<file path="config.mk">
export PLATFORM = sky130hd
export DESIGN_NAME = aid_core
export DESIGN_NICKNAME = d
export VERILOG_FILES = /design/src/hw/aid_pkg.sv /design/src/hw/aid_core.sv
export SDC_FILE = /design/constraint.sdc
export NUM_CORES = 1
export LEC_CHECK = 0
export BUFFER_PORTS_ARGS = -buffer_cell sky130_fd_sc_hd__buf_2
export CORE_MARGIN = 5
export CORE_UTILIZATION = 55
export DETAILED_ROUTE_END_ITERATION = 10
export GPL_ROUTABILITY_DRIVEN = 0
export PLACE_DENSITY = 0.79
export SLEW_MARGIN = 0
export SYNTH_ARGS = -nofsm -noshare
export SYNTH_HDL_FRONTEND = slang
export SYNTH_SLANG_ARGS = --single-unit
</file>
<file path="constraint.sdc">
create_clock -name sys_clk -period 3.84 [get_ports sys_clk]
set_clock_uncertainty 0.2 [all_clocks]
set_input_delay 0.384 -clock sys_clk [delete_from_list [all_inputs] [get_ports sys_clk]]
set_output_delay 0.384 -clock sys_clk [all_outputs]
set_load 0.01 [all_outputs]
</file>
<file path="src/hw/aid_pkg.sv">
// constants, register map and state layout of the ata identify / init-params / recalibrate block
// assumes a single 40 MHz device clock and an axi4-lite register port with 8-bit byte addresses
package aid_pkg;

  // register byte offsets, one aligned word each
  localparam logic [7:0] ADDR_SECCNT   = 8'h00;
  localparam logic [7:0] ADDR_DRVHEAD  = 8'h04;
  localparam logic [7:0] ADDR_COMMAND  = 8'h08;
  localparam logic [7:0] ADDR_STATUS   = 8'h0C;
  localparam logic [7:0] ADDR_ERROR    = 8'h10;
  localparam logic [7:0] ADDR_INTSTAT  = 8'h14;
  localparam logic [7:0] ADDR_INTMASK  = 8'h18;
  localparam logic [7:0] ADDR_GEOMCYL  = 8'h1C;
  localparam logic [7:0] ADDR_GEOMHS   = 8'h20;
  localparam logic [7:0] ADDR_FEATSUP  = 8'h24;
  localparam logic [7:0] ADDR_FEATEN   = 8'h28;
  localparam logic [7:0] ADDR_UDMACFG  = 8'h2C;
  localparam logic [7:0] ADDR_SECCFG   = 8'h30;
  localparam logic [7:0] ADDR_SPINCFG  = 8'h34;
  localparam logic [7:0] ADDR_ID82     = 8'h38;
  localparam logic [7:0] ADDR_ID84     = 8'h3C;
  localparam logic [7:0] ADDR_ID88     = 8'h40;
  localparam logic [7:0] ADDR_ID131    = 8'h44;

  // command codes
  localparam logic [7:0] CMD_INITPARAM = 8'h91;
  localparam logic [7:0] CMD_RECAL     = 8'h10;

  // status, error and interrupt bit positions
  localparam int ST_BSY    = 7;
  localparam int ST_DRDY   = 6;
  localparam int ST_DSC    = 4;
  localparam int ST_ERR    = 0;
  localparam int ER_ABRT   = 2;
  localparam int ER_TK0NF  = 1;
  localparam int INT_INIT  = 0;
  localparam int INT_RECAL = 1;
  localparam int INT_ABORT = 2;

  // axi responses, geometry limits, divider length
  localparam logic [1:0]  RESP_OKAY    = 2'b00;
  localparam logic [1:0]  RESP_SLVERR  = 2'b10;
  localparam logic [15:0] CYL_LIMIT    = 16'hFFFF;
  localparam logic [5:0]  DIV_STEPS    = 6'h20;
  localparam logic [31:0] TOTAL_SECT   = 32'h0262_4000;

  // reset values of the software-set identify configuration
  localparam logic [31:0] FEATSUP_RST  = 32'h0000_0000;
  localparam logic [15:0] FEATEN_RST   = 16'h0000;
  localparam logic [7:0]  UDMACFG_RST  = 8'h0D;
  localparam logic [8:0]  SECCFG_RST   = 9'h000;
  localparam logic        NOSPIN_RST   = 1'b0;

  // command sequencer, gray along each command path
  typedef enum logic [2:0] {
    ST_IDLE   = 3'h0,
    ST_IP_DIV = 3'h1,
    ST_IP_END = 3'h3,
    ST_AB_END = 3'h2,
    ST_RC_SEEK = 3'h4,
    ST_RC_UPD = 3'h5,
    ST_RC_END = 3'h7
  } aid_state_t;

endpackage

</file>
<file path="src/hw/aid_core.sv">
// ata drive-side command logic: identify words 82-131, init drive parameters, recalibrate
// assumes an axi4-lite master on sys_clk and a servo that answers a seek request on async pins
// How it works
// RL1 - identify word 83 bit 9 reports automatic acoustic management support from configuration.
// RL2 - words 82/83 can never both read all zeros or all ones, since 83 carries fixed bits 15=0 and 14=1.
// RL3 - identify word 84 reads bit 15 zero, bit 14 one and bits 13 to 0 zero.
// RL4 - identify word 85 shows the enabled features from the enable register, with bits 15 and 11 held at zero.
// RL5 - word 88 bits 13 to 8 one-hot mark the selected ultra dma mode 5 down to 0.
// RL6 - word 88 bits 5 to 0 form a thermometer: bit n set means mode n and all below supported.
// RL7 - word 128 carries security level, count expired, frozen, locked, enabled and supported.
// RL8 - word 131 bit 0 reads zero while the no-spin-at-power-up option is on.
// RL9 - init params takes sectors per track from sector count, max head from drive/head, computes cylinders.
// RL10 - init params raises busy, stores geometry, drops busy, then raises the interrupt.
// RL11 - the host writes heads minus one and the true sectors per track.
// RL12 - the supplied geometry is never checked, so init params never reports an error.
// RL13 - a cylinder count above 65535 is clamped to 65535.
// RL14 - recalibrate raises busy and starts a seek to cylinder zero.
// RL15 - recalibrate waits for the seek, updates status, drops busy, then raises the interrupt.
// RL16 - a failed recalibrate sets the status error bit and the track-zero-not-found error bit.
// RL17 - the host loads the task registers first and waits for busy to drop before a new command.
`timescale 1ns/1ps
`default_nettype none
module aid_core
  import aid_pkg::*;
#(
  parameter logic [31:0] TOTAL_SECTORS = TOTAL_SECT
) (
  // clock and reset
  input  wire logic        sys_clk,
  input  wire logic        nrst,
  // axi4-lite write
  input  wire logic [7:0]  s_axi_awaddr,
  input  wire logic        s_axi_awvalid,
  output logic             s_axi_awready,
  input  wire logic [31:0] s_axi_wdata,
  input  wire logic [3:0]  s_axi_wstrb,
  input  wire logic        s_axi_wvalid,
  output logic             s_axi_wready,
  output logic [1:0]       s_axi_bresp,
  output logic             s_axi_bvalid,
  input  wire logic        s_axi_bready,
  // axi4-lite read
  input  wire logic [7:0]  s_axi_araddr,
  input  wire logic        s_axi_arvalid,
  output logic             s_axi_arready,
  output logic [31:0]      s_axi_rdata,
  output logic [1:0]       s_axi_rresp,
  output logic             s_axi_rvalid,
  input  wire logic        s_axi_rready,
  // servo seek handshake, answers are asynchronous
  output logic             seekStart,
  input  wire logic        seekDone,
  input  wire logic        seekFail,
  // interrupt
  output logic             irq
);

  // whole block state in one record
  typedef struct packed {
    aid_state_t  st;
    logic [7:0]  secCnt;
    logic [7:0]  drvHead;
    logic [7:0]  cmd;
    logic        errBit;
    logic        dscBit;
    logic [7:0]  errReg;
    logic [2:0]  intStat;
    logic [2:0]  intMask;
    logic [15:0] cylCnt;
    logic [3:0]  maxHead;
    logic [7:0]  spt;
    logic [11:0] rem;
    logic [31:0] quo;
    logic [11:0] dvsr;
    logic [5:0]  divCnt;
    logic        seekStart;
    logic        seekErr;
    logic        doneS1;
    logic        doneS2;
    logic        failS1;
    logic        failS2;
    logic [31:0] featSup;
    logic [15:0] featEn;
    logic [7:0]  udmaCfg;
    logic [8:0]  secCfg;
    logic        noSpin;
    logic        awHeld;
    logic        wHeld;
    logic [7:0]  awAddr;
    logic [31:0] wData;
    logic [3:0]  wStrb;
    logic        bvalid;
    logic [1:0]  bresp;
    logic        rvalid;
    logic [1:0]  rresp;
    logic [31:0] rdata;
  } aid_regs_t;

  aid_regs_t r_r;
  aid_regs_t r_nxt;

  // low byte lane update, other lanes of small registers read as zero
  function automatic logic [7:0] upd8(input logic [7:0] old, input logic [31:0] d, input logic [3:0] s);
    upd8 = s[0] ? d[7:0] : old;
  endfunction

  // full word update honouring every byte strobe
  function automatic logic [31:0] upd32(input logic [31:0] old, input logic [31:0] d, input logic [3:0] s);
    for (int i = 0; i < 4; i++) begin
      upd32[i*8 +: 8] = s[i] ? d[i*8 +: 8] : old[i*8 +: 8];
    end
  endfunction

  // modes above 5 do not exist, so they fold onto mode 5
  function automatic logic [2:0] clampMode(input logic [2:0] m);
    clampMode = (m > 3'h5) ? 3'h5 : m;
  endfunction

  // supported set: the chosen mode and everything below it
  function automatic logic [5:0] udmaThermo(input logic en, input logic [2:0] m);
    udmaThermo = en ? 6'(7'h7F >> (3'h6 - clampMode(m))) : 6'h00;
  endfunction

  // selected mode is exactly one bit
  function automatic logic [5:0] udmaOneHot(input logic en, input logic [2:0] m);
    udmaOneHot = en ? 6'(7'h01 << clampMode(m)) : 6'h00;
  endfunction

  // word-aligned decode, the two low address bits are ignored
  function automatic logic [7:0] alignAddr(input logic [7:0] a);
    alignAddr = {a[7:2], 2'h0};
  endfunction

  // identify words built from live configuration
  logic [15:0] idW82;
  logic [15:0] idW83;
  logic [15:0] idW84;
  logic [15:0] idW85;
  logic [15:0] idW88;
  logic [15:0] idW128;
  logic [15:0] idW131;
  logic        busy;
  logic [7:0]  statByte;

  always_comb begin
    // word 82 bit 4 is fixed at zero
    idW82  = r_r.featSup[15:0] & 16'hFFEF;
    // RL1 aam support bit
    // RL2 fixed top bits keep notification valid
    idW83  = {2'h1, r_r.featSup[29:16]};
    // RL3 fixed extension word
    idW84  = 16'h4000;
    // RL4 enabled feature bits
    idW85  = {1'h0, r_r.featEn[14:12], 1'h0, r_r.featEn[10:0]};
    // RL5 selected mode one-hot
    // RL6 supported mode thermometer
    idW88  = {2'h0, udmaOneHot(r_r.udmaCfg[7], r_r.udmaCfg[6:4]),
              2'h0, udmaThermo(r_r.udmaCfg[3], r_r.udmaCfg[2:0])};
    // RL7 security status
    idW128 = {7'h00, r_r.secCfg[8], 3'h0, r_r.secCfg[4:0]};
    // RL8 spin-up option
    idW131 = {15'h0000, ~r_r.noSpin};
  end

  // busy covers the whole execution, it drops one cycle before the interrupt bit rises
  assign busy = (r_r.st == ST_IP_DIV) || (r_r.st == ST_RC_SEEK) || (r_r.st == ST_RC_UPD);

  always_comb begin
    statByte = 8'h00;
    statByte[ST_BSY]  = busy;
    statByte[ST_DRDY] = 1'b1;
    statByte[ST_DSC]  = r_r.dscBit;
    statByte[ST_ERR]  = r_r.errBit;
  end

  // handshake outputs are combinational from state, data outputs straight from flops
  assign s_axi_awready = !r_r.awHeld;
  assign s_axi_wready  = !r_r.wHeld;
  assign s_axi_arready = !r_r.rvalid;
  assign s_axi_bvalid  = r_r.bvalid;
  assign s_axi_bresp   = r_r.bresp;
  assign s_axi_rvalid  = r_r.rvalid;
  assign s_axi_rresp   = r_r.rresp;
  assign s_axi_rdata   = r_r.rdata;
  assign seekStart     = r_r.seekStart;
  assign irq           = |(r_r.intStat & r_r.intMask);

  // next-state logic for the whole block
  always_comb begin
    logic        cmdWr;
    logic [12:0] trial;
    logic [11:0] newRem;
    logic [31:0] newQuo;
    cmdWr  = 1'b0;
    trial  = 13'h0000;
    newRem = 12'h000;
    newQuo = 32'h0000_0000;
    r_nxt  = r_r;
    r_nxt.seekStart = 1'b0;

    // two-flop synchronisers for the servo answers
    r_nxt.doneS1 = seekDone;
    r_nxt.doneS2 = r_r.doneS1;
    r_nxt.failS1 = seekFail;
    r_nxt.failS2 = r_r.failS1;

    // address and data are taken in either order and held until both are present
    if (s_axi_awvalid && !r_r.awHeld) begin
      r_nxt.awHeld = 1'b1;
      r_nxt.awAddr = alignAddr(s_axi_awaddr);
    end
    if (s_axi_wvalid && !r_r.wHeld) begin
      r_nxt.wHeld = 1'b1;
      r_nxt.wData = s_axi_wdata;
      r_nxt.wStrb = s_axi_wstrb;
    end
    if (r_r.bvalid && s_axi_bready) begin
      r_nxt.bvalid = 1'b0;
    end

    // write executes one cycle after both halves are held, one response at a time
    if (r_r.awHeld && r_r.wHeld && !r_r.bvalid) begin
      r_nxt.awHeld = 1'b0;
      r_nxt.wHeld  = 1'b0;
      r_nxt.bvalid = 1'b1;
      r_nxt.bresp  = RESP_OKAY;
      case (r_r.awAddr)
        ADDR_SECCNT:  r_nxt.secCnt = upd8(r_r.secCnt, r_r.wData, r_r.wStrb);
        ADDR_DRVHEAD: r_nxt.drvHead = upd8(r_r.drvHead, r_r.wData, r_r.wStrb);
        ADDR_COMMAND: cmdWr = r_r.wStrb[0];
        ADDR_INTMASK: r_nxt.intMask = r_r.wStrb[0] ? r_r.wData[2:0] : r_r.intMask;
        ADDR_FEATSUP: r_nxt.featSup = upd32(r_r.featSup, r_r.wData, r_r.wStrb);
        ADDR_FEATEN:  r_nxt.featEn = 16'(upd32({16'h0000, r_r.featEn}, r_r.wData, r_r.wStrb));
        ADDR_UDMACFG: r_nxt.udmaCfg = upd8(r_r.udmaCfg, r_r.wData, r_r.wStrb);
        ADDR_SECCFG:  r_nxt.secCfg = 9'(upd32({23'h000000, r_r.secCfg}, r_r.wData, r_r.wStrb));
        ADDR_SPINCFG: r_nxt.noSpin = r_r.wStrb[0] ? r_r.wData[0] : r_r.noSpin;
        // read-only registers swallow writes quietly
        ADDR_STATUS, ADDR_ERROR, ADDR_INTSTAT, ADDR_GEOMCYL, ADDR_GEOMHS,
        ADDR_ID82, ADDR_ID84, ADDR_ID88, ADDR_ID131: r_nxt.bresp = RESP_OKAY;
        default:      r_nxt.bresp = RESP_SLVERR;
      endcase
    end

    // read answers one cycle after the address, reading the interrupt status clears it
    if (r_r.rvalid && s_axi_rready) begin
      r_nxt.rvalid = 1'b0;
    end
    if (s_axi_arvalid && !r_r.rvalid) begin
      r_nxt.rvalid = 1'b1;
      r_nxt.rresp  = RESP_OKAY;
      r_nxt.rdata  = 32'h0000_0000;
      case (alignAddr(s_axi_araddr))
        ADDR_SECCNT:  r_nxt.rdata[7:0] = r_r.secCnt;
        ADDR_DRVHEAD: r_nxt.rdata[7:0] = r_r.drvHead;
        ADDR_COMMAND: r_nxt.rdata[7:0] = r_r.cmd;
        ADDR_STATUS:  r_nxt.rdata[7:0] = statByte;
        ADDR_ERROR:   r_nxt.rdata[7:0] = r_r.errReg;
        ADDR_INTSTAT: begin
          r_nxt.rdata[2:0] = r_r.intStat;
          r_nxt.intStat    = 3'h0;
        end
        ADDR_INTMASK: r_nxt.rdata[2:0] = r_r.intMask;
        ADDR_GEOMCYL: r_nxt.rdata[15:0] = r_r.cylCnt;
        ADDR_GEOMHS:  r_nxt.rdata = {12'h000, r_r.maxHead, 8'h00, r_r.spt};
        ADDR_FEATSUP: r_nxt.rdata = r_r.featSup;
        ADDR_FEATEN:  r_nxt.rdata[15:0] = r_r.featEn;
        ADDR_UDMACFG: r_nxt.rdata[7:0] = r_r.udmaCfg;
        ADDR_SECCFG:  r_nxt.rdata[8:0] = r_r.secCfg;
        ADDR_SPINCFG: r_nxt.rdata[0] = r_r.noSpin;
        ADDR_ID82:    r_nxt.rdata = {idW83, idW82};
        ADDR_ID84:    r_nxt.rdata = {idW85, idW84};
        ADDR_ID88:    r_nxt.rdata = {idW128, idW88};
        ADDR_ID131:   r_nxt.rdata[15:0] = idW131;
        default:      r_nxt.rresp = RESP_SLVERR;
      endcase
    end

    // command sequencer; event bits are set after the read clear so a set wins
    case (r_r.st)
      ST_IDLE: begin
        // commands outside idle are dropped, the host must wait for busy to fall
        if (cmdWr) begin
          r_nxt.cmd    = r_r.wData[7:0];
          r_nxt.errBit = 1'b0;
          r_nxt.errReg = 8'h00;
          if (r_r.wData[7:0] == CMD_INITPARAM) begin
            // RL9 latch translated geometry
            r_nxt.spt     = r_r.secCnt;
            r_nxt.maxHead = r_r.drvHead[3:0];
            r_nxt.dvsr    = 12'(({1'h0, r_r.drvHead[3:0]} + 5'h01) * r_r.secCnt);
            r_nxt.rem     = 12'h000;
            r_nxt.quo     = TOTAL_SECTORS;
            r_nxt.divCnt  = DIV_STEPS;
            // RL10 busy rises next cycle
            r_nxt.st      = ST_IP_DIV;
          end else if (r_r.wData[7:0] == CMD_RECAL) begin
            // RL14 busy and seek to cylinder zero
            r_nxt.seekStart = 1'b1;
            r_nxt.dscBit    = 1'b0;
            r_nxt.st        = ST_RC_SEEK;
          end else begin
            // unknown codes abort at once
            r_nxt.errBit          = 1'b1;
            r_nxt.errReg[ER_ABRT] = 1'b1;
            r_nxt.st              = ST_AB_END;
          end
        end
      end
      ST_IP_DIV: begin
        // one restoring divide step a cycle; a zero divisor yields all ones and so clamps
        trial  = {r_r.rem, r_r.quo[31]};
        newQuo = {r_r.quo[30:0], 1'b0};
        newRem = trial[11:0];
        if (trial >= {1'h0, r_r.dvsr}) begin
          newRem    = 12'(trial - {1'h0, r_r.dvsr});
          newQuo[0] = 1'b1;
        end
        r_nxt.rem    = newRem;
        r_nxt.quo    = newQuo;
        r_nxt.divCnt = r_r.divCnt - 6'h01;
        if (r_r.divCnt == 6'h01) begin
          // RL12 no validity check, never an error
          // RL13 clamp to the cylinder limit
          r_nxt.cylCnt = (newQuo[31:16] != 16'h0000) ? CYL_LIMIT : newQuo[15:0];
          r_nxt.st     = ST_IP_END;
        end
      end
      ST_IP_END: begin
        // RL10 interrupt after busy fell
        r_nxt.intStat[INT_INIT] = 1'b1;
        r_nxt.st                = ST_IDLE;
      end
      ST_RC_SEEK: begin
        // RL15 wait for the seek, then settle status while busy still stands
        if (r_r.doneS2 || r_r.failS2) begin
          r_nxt.seekErr = r_r.failS2;
          // RL16 track zero not reached
          if (r_r.failS2) begin
            r_nxt.errBit           = 1'b1;
            r_nxt.errReg[ER_TK0NF] = 1'b1;
          end else begin
            r_nxt.dscBit = 1'b1;
          end
          r_nxt.st = ST_RC_UPD;
        end
      end
      ST_RC_UPD: begin
        // RL15 busy falls one cycle after status is settled
        r_nxt.st = ST_RC_END;
      end
      ST_RC_END: begin
        // RL15 interrupt after busy fell
        r_nxt.intStat[INT_RECAL] = 1'b1;
        r_nxt.st                 = ST_IDLE;
      end
      ST_AB_END: begin
        r_nxt.intStat[INT_ABORT] = 1'b1;
        r_nxt.st                 = ST_IDLE;
      end
      default: r_nxt.st = ST_IDLE;
    endcase
  end

  // state register; constants only under reset
  always_ff @(posedge sys_clk or negedge nrst) begin
    if (!nrst) begin
      r_r         <= '0;
      r_r.st      <= ST_IDLE;
      r_r.featSup <= FEATSUP_RST;
      r_r.featEn  <= FEATEN_RST;
      r_r.udmaCfg <= UDMACFG_RST;
      r_r.secCfg  <= SECCFG_RST;
      r_r.noSpin  <= NOSPIN_RST;
    end else begin
      r_r <= r_nxt;
    end
  end

  // helper: a command accepted this cycle
  logic takeInit;
  logic takeRecal;
  assign takeInit  = (r_r.st == ST_IDLE) && r_r.awHeld && r_r.wHeld && !r_r.bvalid &&
                     (r_r.awAddr == ADDR_COMMAND) && r_r.wStrb[0] && (r_r.wData[7:0] == CMD_INITPARAM);
  assign takeRecal = (r_r.st == ST_IDLE) && r_r.awHeld && r_r.wHeld && !r_r.bvalid &&
                     (r_r.awAddr == ADDR_COMMAND) && r_r.wStrb[0] && (r_r.wData[7:0] == CMD_RECAL);

  notify_valid_a: assert property (@(posedge sys_clk) disable iff (!nrst) // RL2
    !(({idW83, idW82} == 32'h0000_0000) || ({idW83, idW82} == 32'hFFFF_FFFF)))
    else $error("identify words 82 and 83 hide notification");

  ext_word_a: assert property (@(posedge sys_clk) disable iff (!nrst) // RL3
    idW84[15:14] == 2'h1 && idW84[13:0] == 14'h0000)
    else $error("identify word 84 fixed bits wrong");

  udma_thermo_a: assert property (@(posedge sys_clk) disable iff (!nrst) // RL6
    ((idW88[5:0] + 6'h01) & idW88[5:0]) == 6'h00 && $onehot0(idW88[13:8]))
    else $error("identify word 88 mode bits malformed");

  init_busy_a: assert property (@(posedge sys_clk) disable iff (!nrst) // RL10
    takeInit |=> busy [*8] ##25 !busy ##0 (r_r.st == ST_IP_END) ##1 r_r.intStat[INT_INIT])
    else $error("init params busy and interrupt order wrong");

  cyl_clamp_a: assert property (@(posedge sys_clk) disable iff (!nrst) // RL13
    (r_r.st == ST_IP_END) |-> (r_r.quo[31:16] != 16'h0000 ? r_r.cylCnt == CYL_LIMIT : r_r.cylCnt == r_r.quo[15:0]))
    else $error("cylinder count not clamped");

  recal_start_a: assert property (@(posedge sys_clk) disable iff (!nrst) // RL14
    takeRecal |=> seekStart && busy ##1 !seekStart)
    else $error("recalibrate did not start a seek");

  recal_fail_a: assert property (@(posedge sys_clk) disable iff (!nrst) // RL16
    (r_r.st == ST_RC_UPD && r_r.seekErr) |-> r_r.errBit && r_r.errReg[ER_TK0NF] && busy ##1 !busy)
    else $error("recalibrate failure not reported");

  recal_end_a: assert property (@(posedge sys_clk) disable iff (!nrst) // RL15
    (r_r.st == ST_RC_SEEK && r_r.doneS2) |=> busy && (r_r.dscBit || r_r.errBit) ##1 !busy ##1 r_r.intStat[INT_RECAL])
    else $error("recalibrate completion order wrong");

endmodule
`default_nettype wire

</file>
-- Word level (Yosys, flattened, before mapping)
Cells that the tools add are included.
- register bits after elaboration: 280
- input bits: 61
- output and inout bits: 43
- logic and storage cells: 217
- add/sub/neg operators: 4
- multiply operators: 1
- magnitude comparators: 3
- eq/ne operators: 51
- shift-type cells: 2
- multiplexer cells: 53
- bitwise operators: 2
- reduce and logical (&&, ||, !) cells: 57
- operator list (operator ; number):
    6-bit by 4-bit equality test with 1-bit output (second input constant) ; 16
    44-bit one-hot mux with 2 select lines ; 1
    16-bit one-hot mux with 5 select lines ; 1
    63-bit two-way mux ; 1
    62-bit two-way mux ; 1
    5-bit one-hot mux with 12 select lines ; 1
    6-bit by 3-bit equality test with 1-bit output (second input constant) ; 8
    3-bit AND reduction ; 16
    18-bit OR reduction ; 2
    35-bit two-way mux ; 1
    7-bit one-hot mux with 5 select lines ; 1
    3-bit two-way mux ; 10
    2-bit one-hot mux with 13 select lines ; 1
    6-bit by 2-bit equality test with 1-bit output (second input constant) ; 4
    6-bit by 5-bit equality test with 1-bit output (second input constant) ; 4
    2-bit nonzero test ; 12
    1-bit two-way mux ; 19
    6-bit by 1-bit equality test with 1-bit output (second input constant) ; 3
    16-bit two-way mux ; 1
    16-bit nonzero test ; 1
    1-bit one-hot mux with 15 select lines ; 1
    13-bit by 12-bit >= comparator with 1-bit output ; 1
    5-bit by 8-bit multiplier with 12-bit output ; 1
    12-bit two-way mux ; 1
    35 further kinds ; 65

-- Depth between registers and ports, before layout
- depth after elaboration: 7
- gate-level depth with buffers: 17
- mapped depth without buffers: 16

-- Worst setup path after synthesis
No wires, ideal clock.
- path type: register -> register
- from: reg r_r[270] (netlist bit)
- to: reg r_r[172] (netlist bit)
- setup time: 123 ps
- arrival: 3904 ps
- required time: 3517 ps
- slack: -388 ps
- cell stages (with the launch flop): 16
- path buffers: 1
- period minus slack after synthesis: 4228 ps
- cell sequence: dfrtp_1 ha_1 and3_1 clkbuf_1 and2_1 fa_1 fa_1 inv_1 fa_1 inv_1 ha_1 o21ai_0 a21oi_1 o41ai_1 xor2_1 o21ai_1
- longest elaborated chain between the ends: 2
- ends and longest elaborated chain (what ; RTL line ; source):
    start: declaration ; aid_core.sv:99 ; aid_regs_t r_r;
    start signal: assignment ; aid_core.sv:375 ; r_r <= r_nxt;
    4-bit by 1-bit adder with 5-bit output ; aid_core.sv:290 ; r_nxt.dvsr = 12'(({1'h0, r_r.drvHead[3:0]} + 5'h01) * r_r.secCnt);
    5-bit by 8-bit multiplier with 12-bit output ; aid_core.sv:290 ;
Every way passes these cells.
A chain may end at the register's enable or synchronous reset.

-- Worst setup path after layout
- from: reg r_r[270] (netlist bit)
- to: reg r_r[171] (netlist bit)
Same word-level chain as after synthesis.

==> flow_summary.toml <==
[timing]
setup_viol_count_final = 4
fmax_mhz = 252
hold_viol = 0
max_slew_margin_pct = 24.8
worst_slew_pin_slew_ns = 1.12
layout_min_cycle_time_ns = 3.97
fin_ws_ns = -0.126
slew_viol_final = 0
rsz0062_at_grt = "yes"
fin_crit_sh_pct = 103

[die]
core_sq_um = 25300
die_area_sq_um = 29000
die_y_um = 170
num_rows = 58
ios = 104
dieWidth_um = 170
initial_core_util_pct = 55.9

[setup_path]
crit_type = "reg -> reg"
cp-end-kind = "flip-flop"
worstSetupStartpointType = "flip-flop"
cp.arrival_ns = 4.23
cp_max_fo = 6
required_ns = 4.11
rrSetupSlack_ns = -0.13

[drt]
routed-via-count = 10700
viasPerCell = 6.13
drt_iter0_markers = 1260
drtAntennaViolNets = 0
dr.pass1.iters = 6
wl_um = 36600
wl_per_cell_um = 20.9
drc = 0

[layout]
mostFrequentLayoutCells = "274 x dfrtp_1, 140 x mux2_2, 131 x nand2_1"
area_growth_pct = 16.7
layout-drive-gt1-share_pct = 27.7
final_cells = 1747
final_common_cell = "dfrtp_1"
final_nets = 1512
num_antenna_cells = 0

[global_routing]
grtUsageTotal_pct = 25.3
met3_usage_pct = 4.53
grt.met2_usage_pct = 40.2
grt_pass1_vias = 10800
grt_overflow_total = 0
grt_max_degree = 96
met1_usage_pct = 36.0
grt_pass1_wl_um = 59300
busiest_layer = "met2"
grt_antenna_before_repair = 0

[status]
failed_checks = "setup timing"
status = "finished, violations left"

[power_and_ir_drop]
p_per_area_nw_per_um2 = 569
total_power_mw = 9.38
p_leak_nw = 7.97
max-vdd-ir-drop_v = 0.000606

[placed_design]
dp_cells = 1642
hpwlAfterDp_um = 24900
port_buffers = 97
dp_slack_ns = -0.256

[clock_network]
clock-root-buffer = "clkbuf_16"
insertion_delay_ns = 0.55
cts_tree = "built"
cts_sinks = 278
htree_levels = 1
clk_pin_slew_ns = 0.06
numCtsBuffers = 28
cts_buffer_depth = 3

[synth]
ys_seq_area_share_pct = 49.3
ys.flop_type = "dfrtp_1"
ys_types = 78
synth_edf_count = 0
yosysWarningCount = 0
synth-seq-cells = 278
synth_area_sq_um = 14100
avgSynthCellArea_sq_um = 11.1
netlist_instances = 1268
async_reset_ff_share_pct = 100

[job]
drv_cap = 0

[min_path]
min_path_type = "in -> reg"
## state kept, by name, indices dropped and copies added (netlist names)
signal and cells:
r_r 190, idW82 15, r_nxt 2, s_axi_bresp 1
s_axi_bvalid 1, s_axi_rresp 1, s_axi_rdata 32, s_axi_rvalid 1
idW85 14, idW128 6, idW83 14, seekStart 1
## critical path: stages, from the launching register on
cell and delay (ns):
dfrtp_2 0.45, ha_4 0.20, xor2_4 0.17, and2_4 0.17, fa_1 0.48, fa_1 0.49, inv_1 0.05, fa_1 0.50
inv_2 0.05, ha_4 0.27, o21ai_2 0.06, o21a_1 0.21, o21bai_1 0.21, a21oi_2 0.08, xor2_1 0.16, mux2i_1 0.14
## area by class of cell
| cell class | instances | area (sq um) |
|---|---|---|
| Fill cell | 1871 | 8770 |
| Sequential cell | 278 | 6960 |
| Multi-Input combinational cell | 833 | 6590 |
| Timing Repair Buffer | 195 | 1370 |
| Clock buffer | 34 | 763 |
| Tap cell | 330 | 413 |
| Inverter | 59 | 221 |
| Clock inverter | 18 | 163 |
## per-layer routing
metal  share of wire (%)  vias to the layer above
met3                 8.0                       79
met5                   0                        -
met2                  47                      483
met4                 2.6                        0
met1                  42                     5351
li1                    -                     4791
## Yosys cell counts, drive strengths merged, types with 6 or more instances
cell type,number,share of area (%)
nand2,137,3.7
xnor2,8,0.50
nor2,52,1.5
fa,18,2.6
a22oi,13,0.69
a222oi,15,1.1
xor2,14,0.87
nor2b,16,0.71
a221oi,7,0.43
nand4,12,0.58
a22o,45,2.8
buf,68,3.1
and2,29,1.3
nor4,9,0.49
a31oi,8,0.35
inv,59,1.6
nand3,25,0.89
mux2,140,11
o221ai,10,0.62
o22a,21,1.3
mux2i,11,0.78
nor3,15,0.61
ha,38,3.4
dfrtp,275,49
a21o,13,0.69
a21oi,31,1.1
clkbuf,31,0.82
a32o,6,0.43
nand2b,10,0.44
o21ai,57,2.0
## worst paths after layout
check	to	cells after the start	from
max in group asynchronous	r_r[99]	3	nrst
min	s_axi_rresp[1]	3	s_axi_araddr[7]
min reg2reg	r_r[152]	0	r_nxt[152]
max reg2reg	r_r[171]	15	r_r[270]
min in group asynchronous	s_axi_rdata[2]	2	nrst
max	r_r[171]	15	r_r[270]
## cells by family (layout without fill, tap and decap cells)
logic type / after synthesis / count (layout) / synth area share (%)
xor gates and xnor gates: 22 / 22 / 1.36
adders and majority gates: 56 / 56 / 5.92
other: 1 / 2 / 0.0265
AOI/OAI and AO/OA: 263 / 263 / 13.7
buffers and inverters: 158 / 306 / 5.49
DFF: 278 / 278 / 49.3
and+or+nand+nor: 338 / 338 / 12.1
muxes: 152 / 152 / 12.1
## power breakdown
part / switching [mW] / internal (mW)
logic: 0.992 / 1.15
registers: 0.851 / 3.67
clock network: 1.17 / 1.56
## what timing repair did
| action | 4_1_cts | 5_1_grt |
|---|---|---|
| buffers inserted | 4 | 1 |
| hold endpoints to repair | 135 | 0 |
| hold buffers | 49 | 0 |
| cloned | 0 | 0 |
| resized for setup | 10 | 11 |
| endpoints found under the setup margin | 5 | 5 |
| pin swaps | 16 | 13 |
## through the flow
stage / hold WS (ns) / setup TNS, ns / instance area (sq um) / utilization (%)
global route: 0.117 / -0.971 / 16500 / 65.3
floorplan: -0.112 / -0.000602 / 14300 / -
CTS: 0.0942 / -0.295 / 16400 / 65.1
detailed placement: 0.140 / -0.815 / 15000 / 59.2
finish: 0.115 / -0.364 / 16500 / 65.3
global placement: 0.135 / -0.475 / 15000 / 59.2
Note: power is estimated with default switching activity, not from simulation.
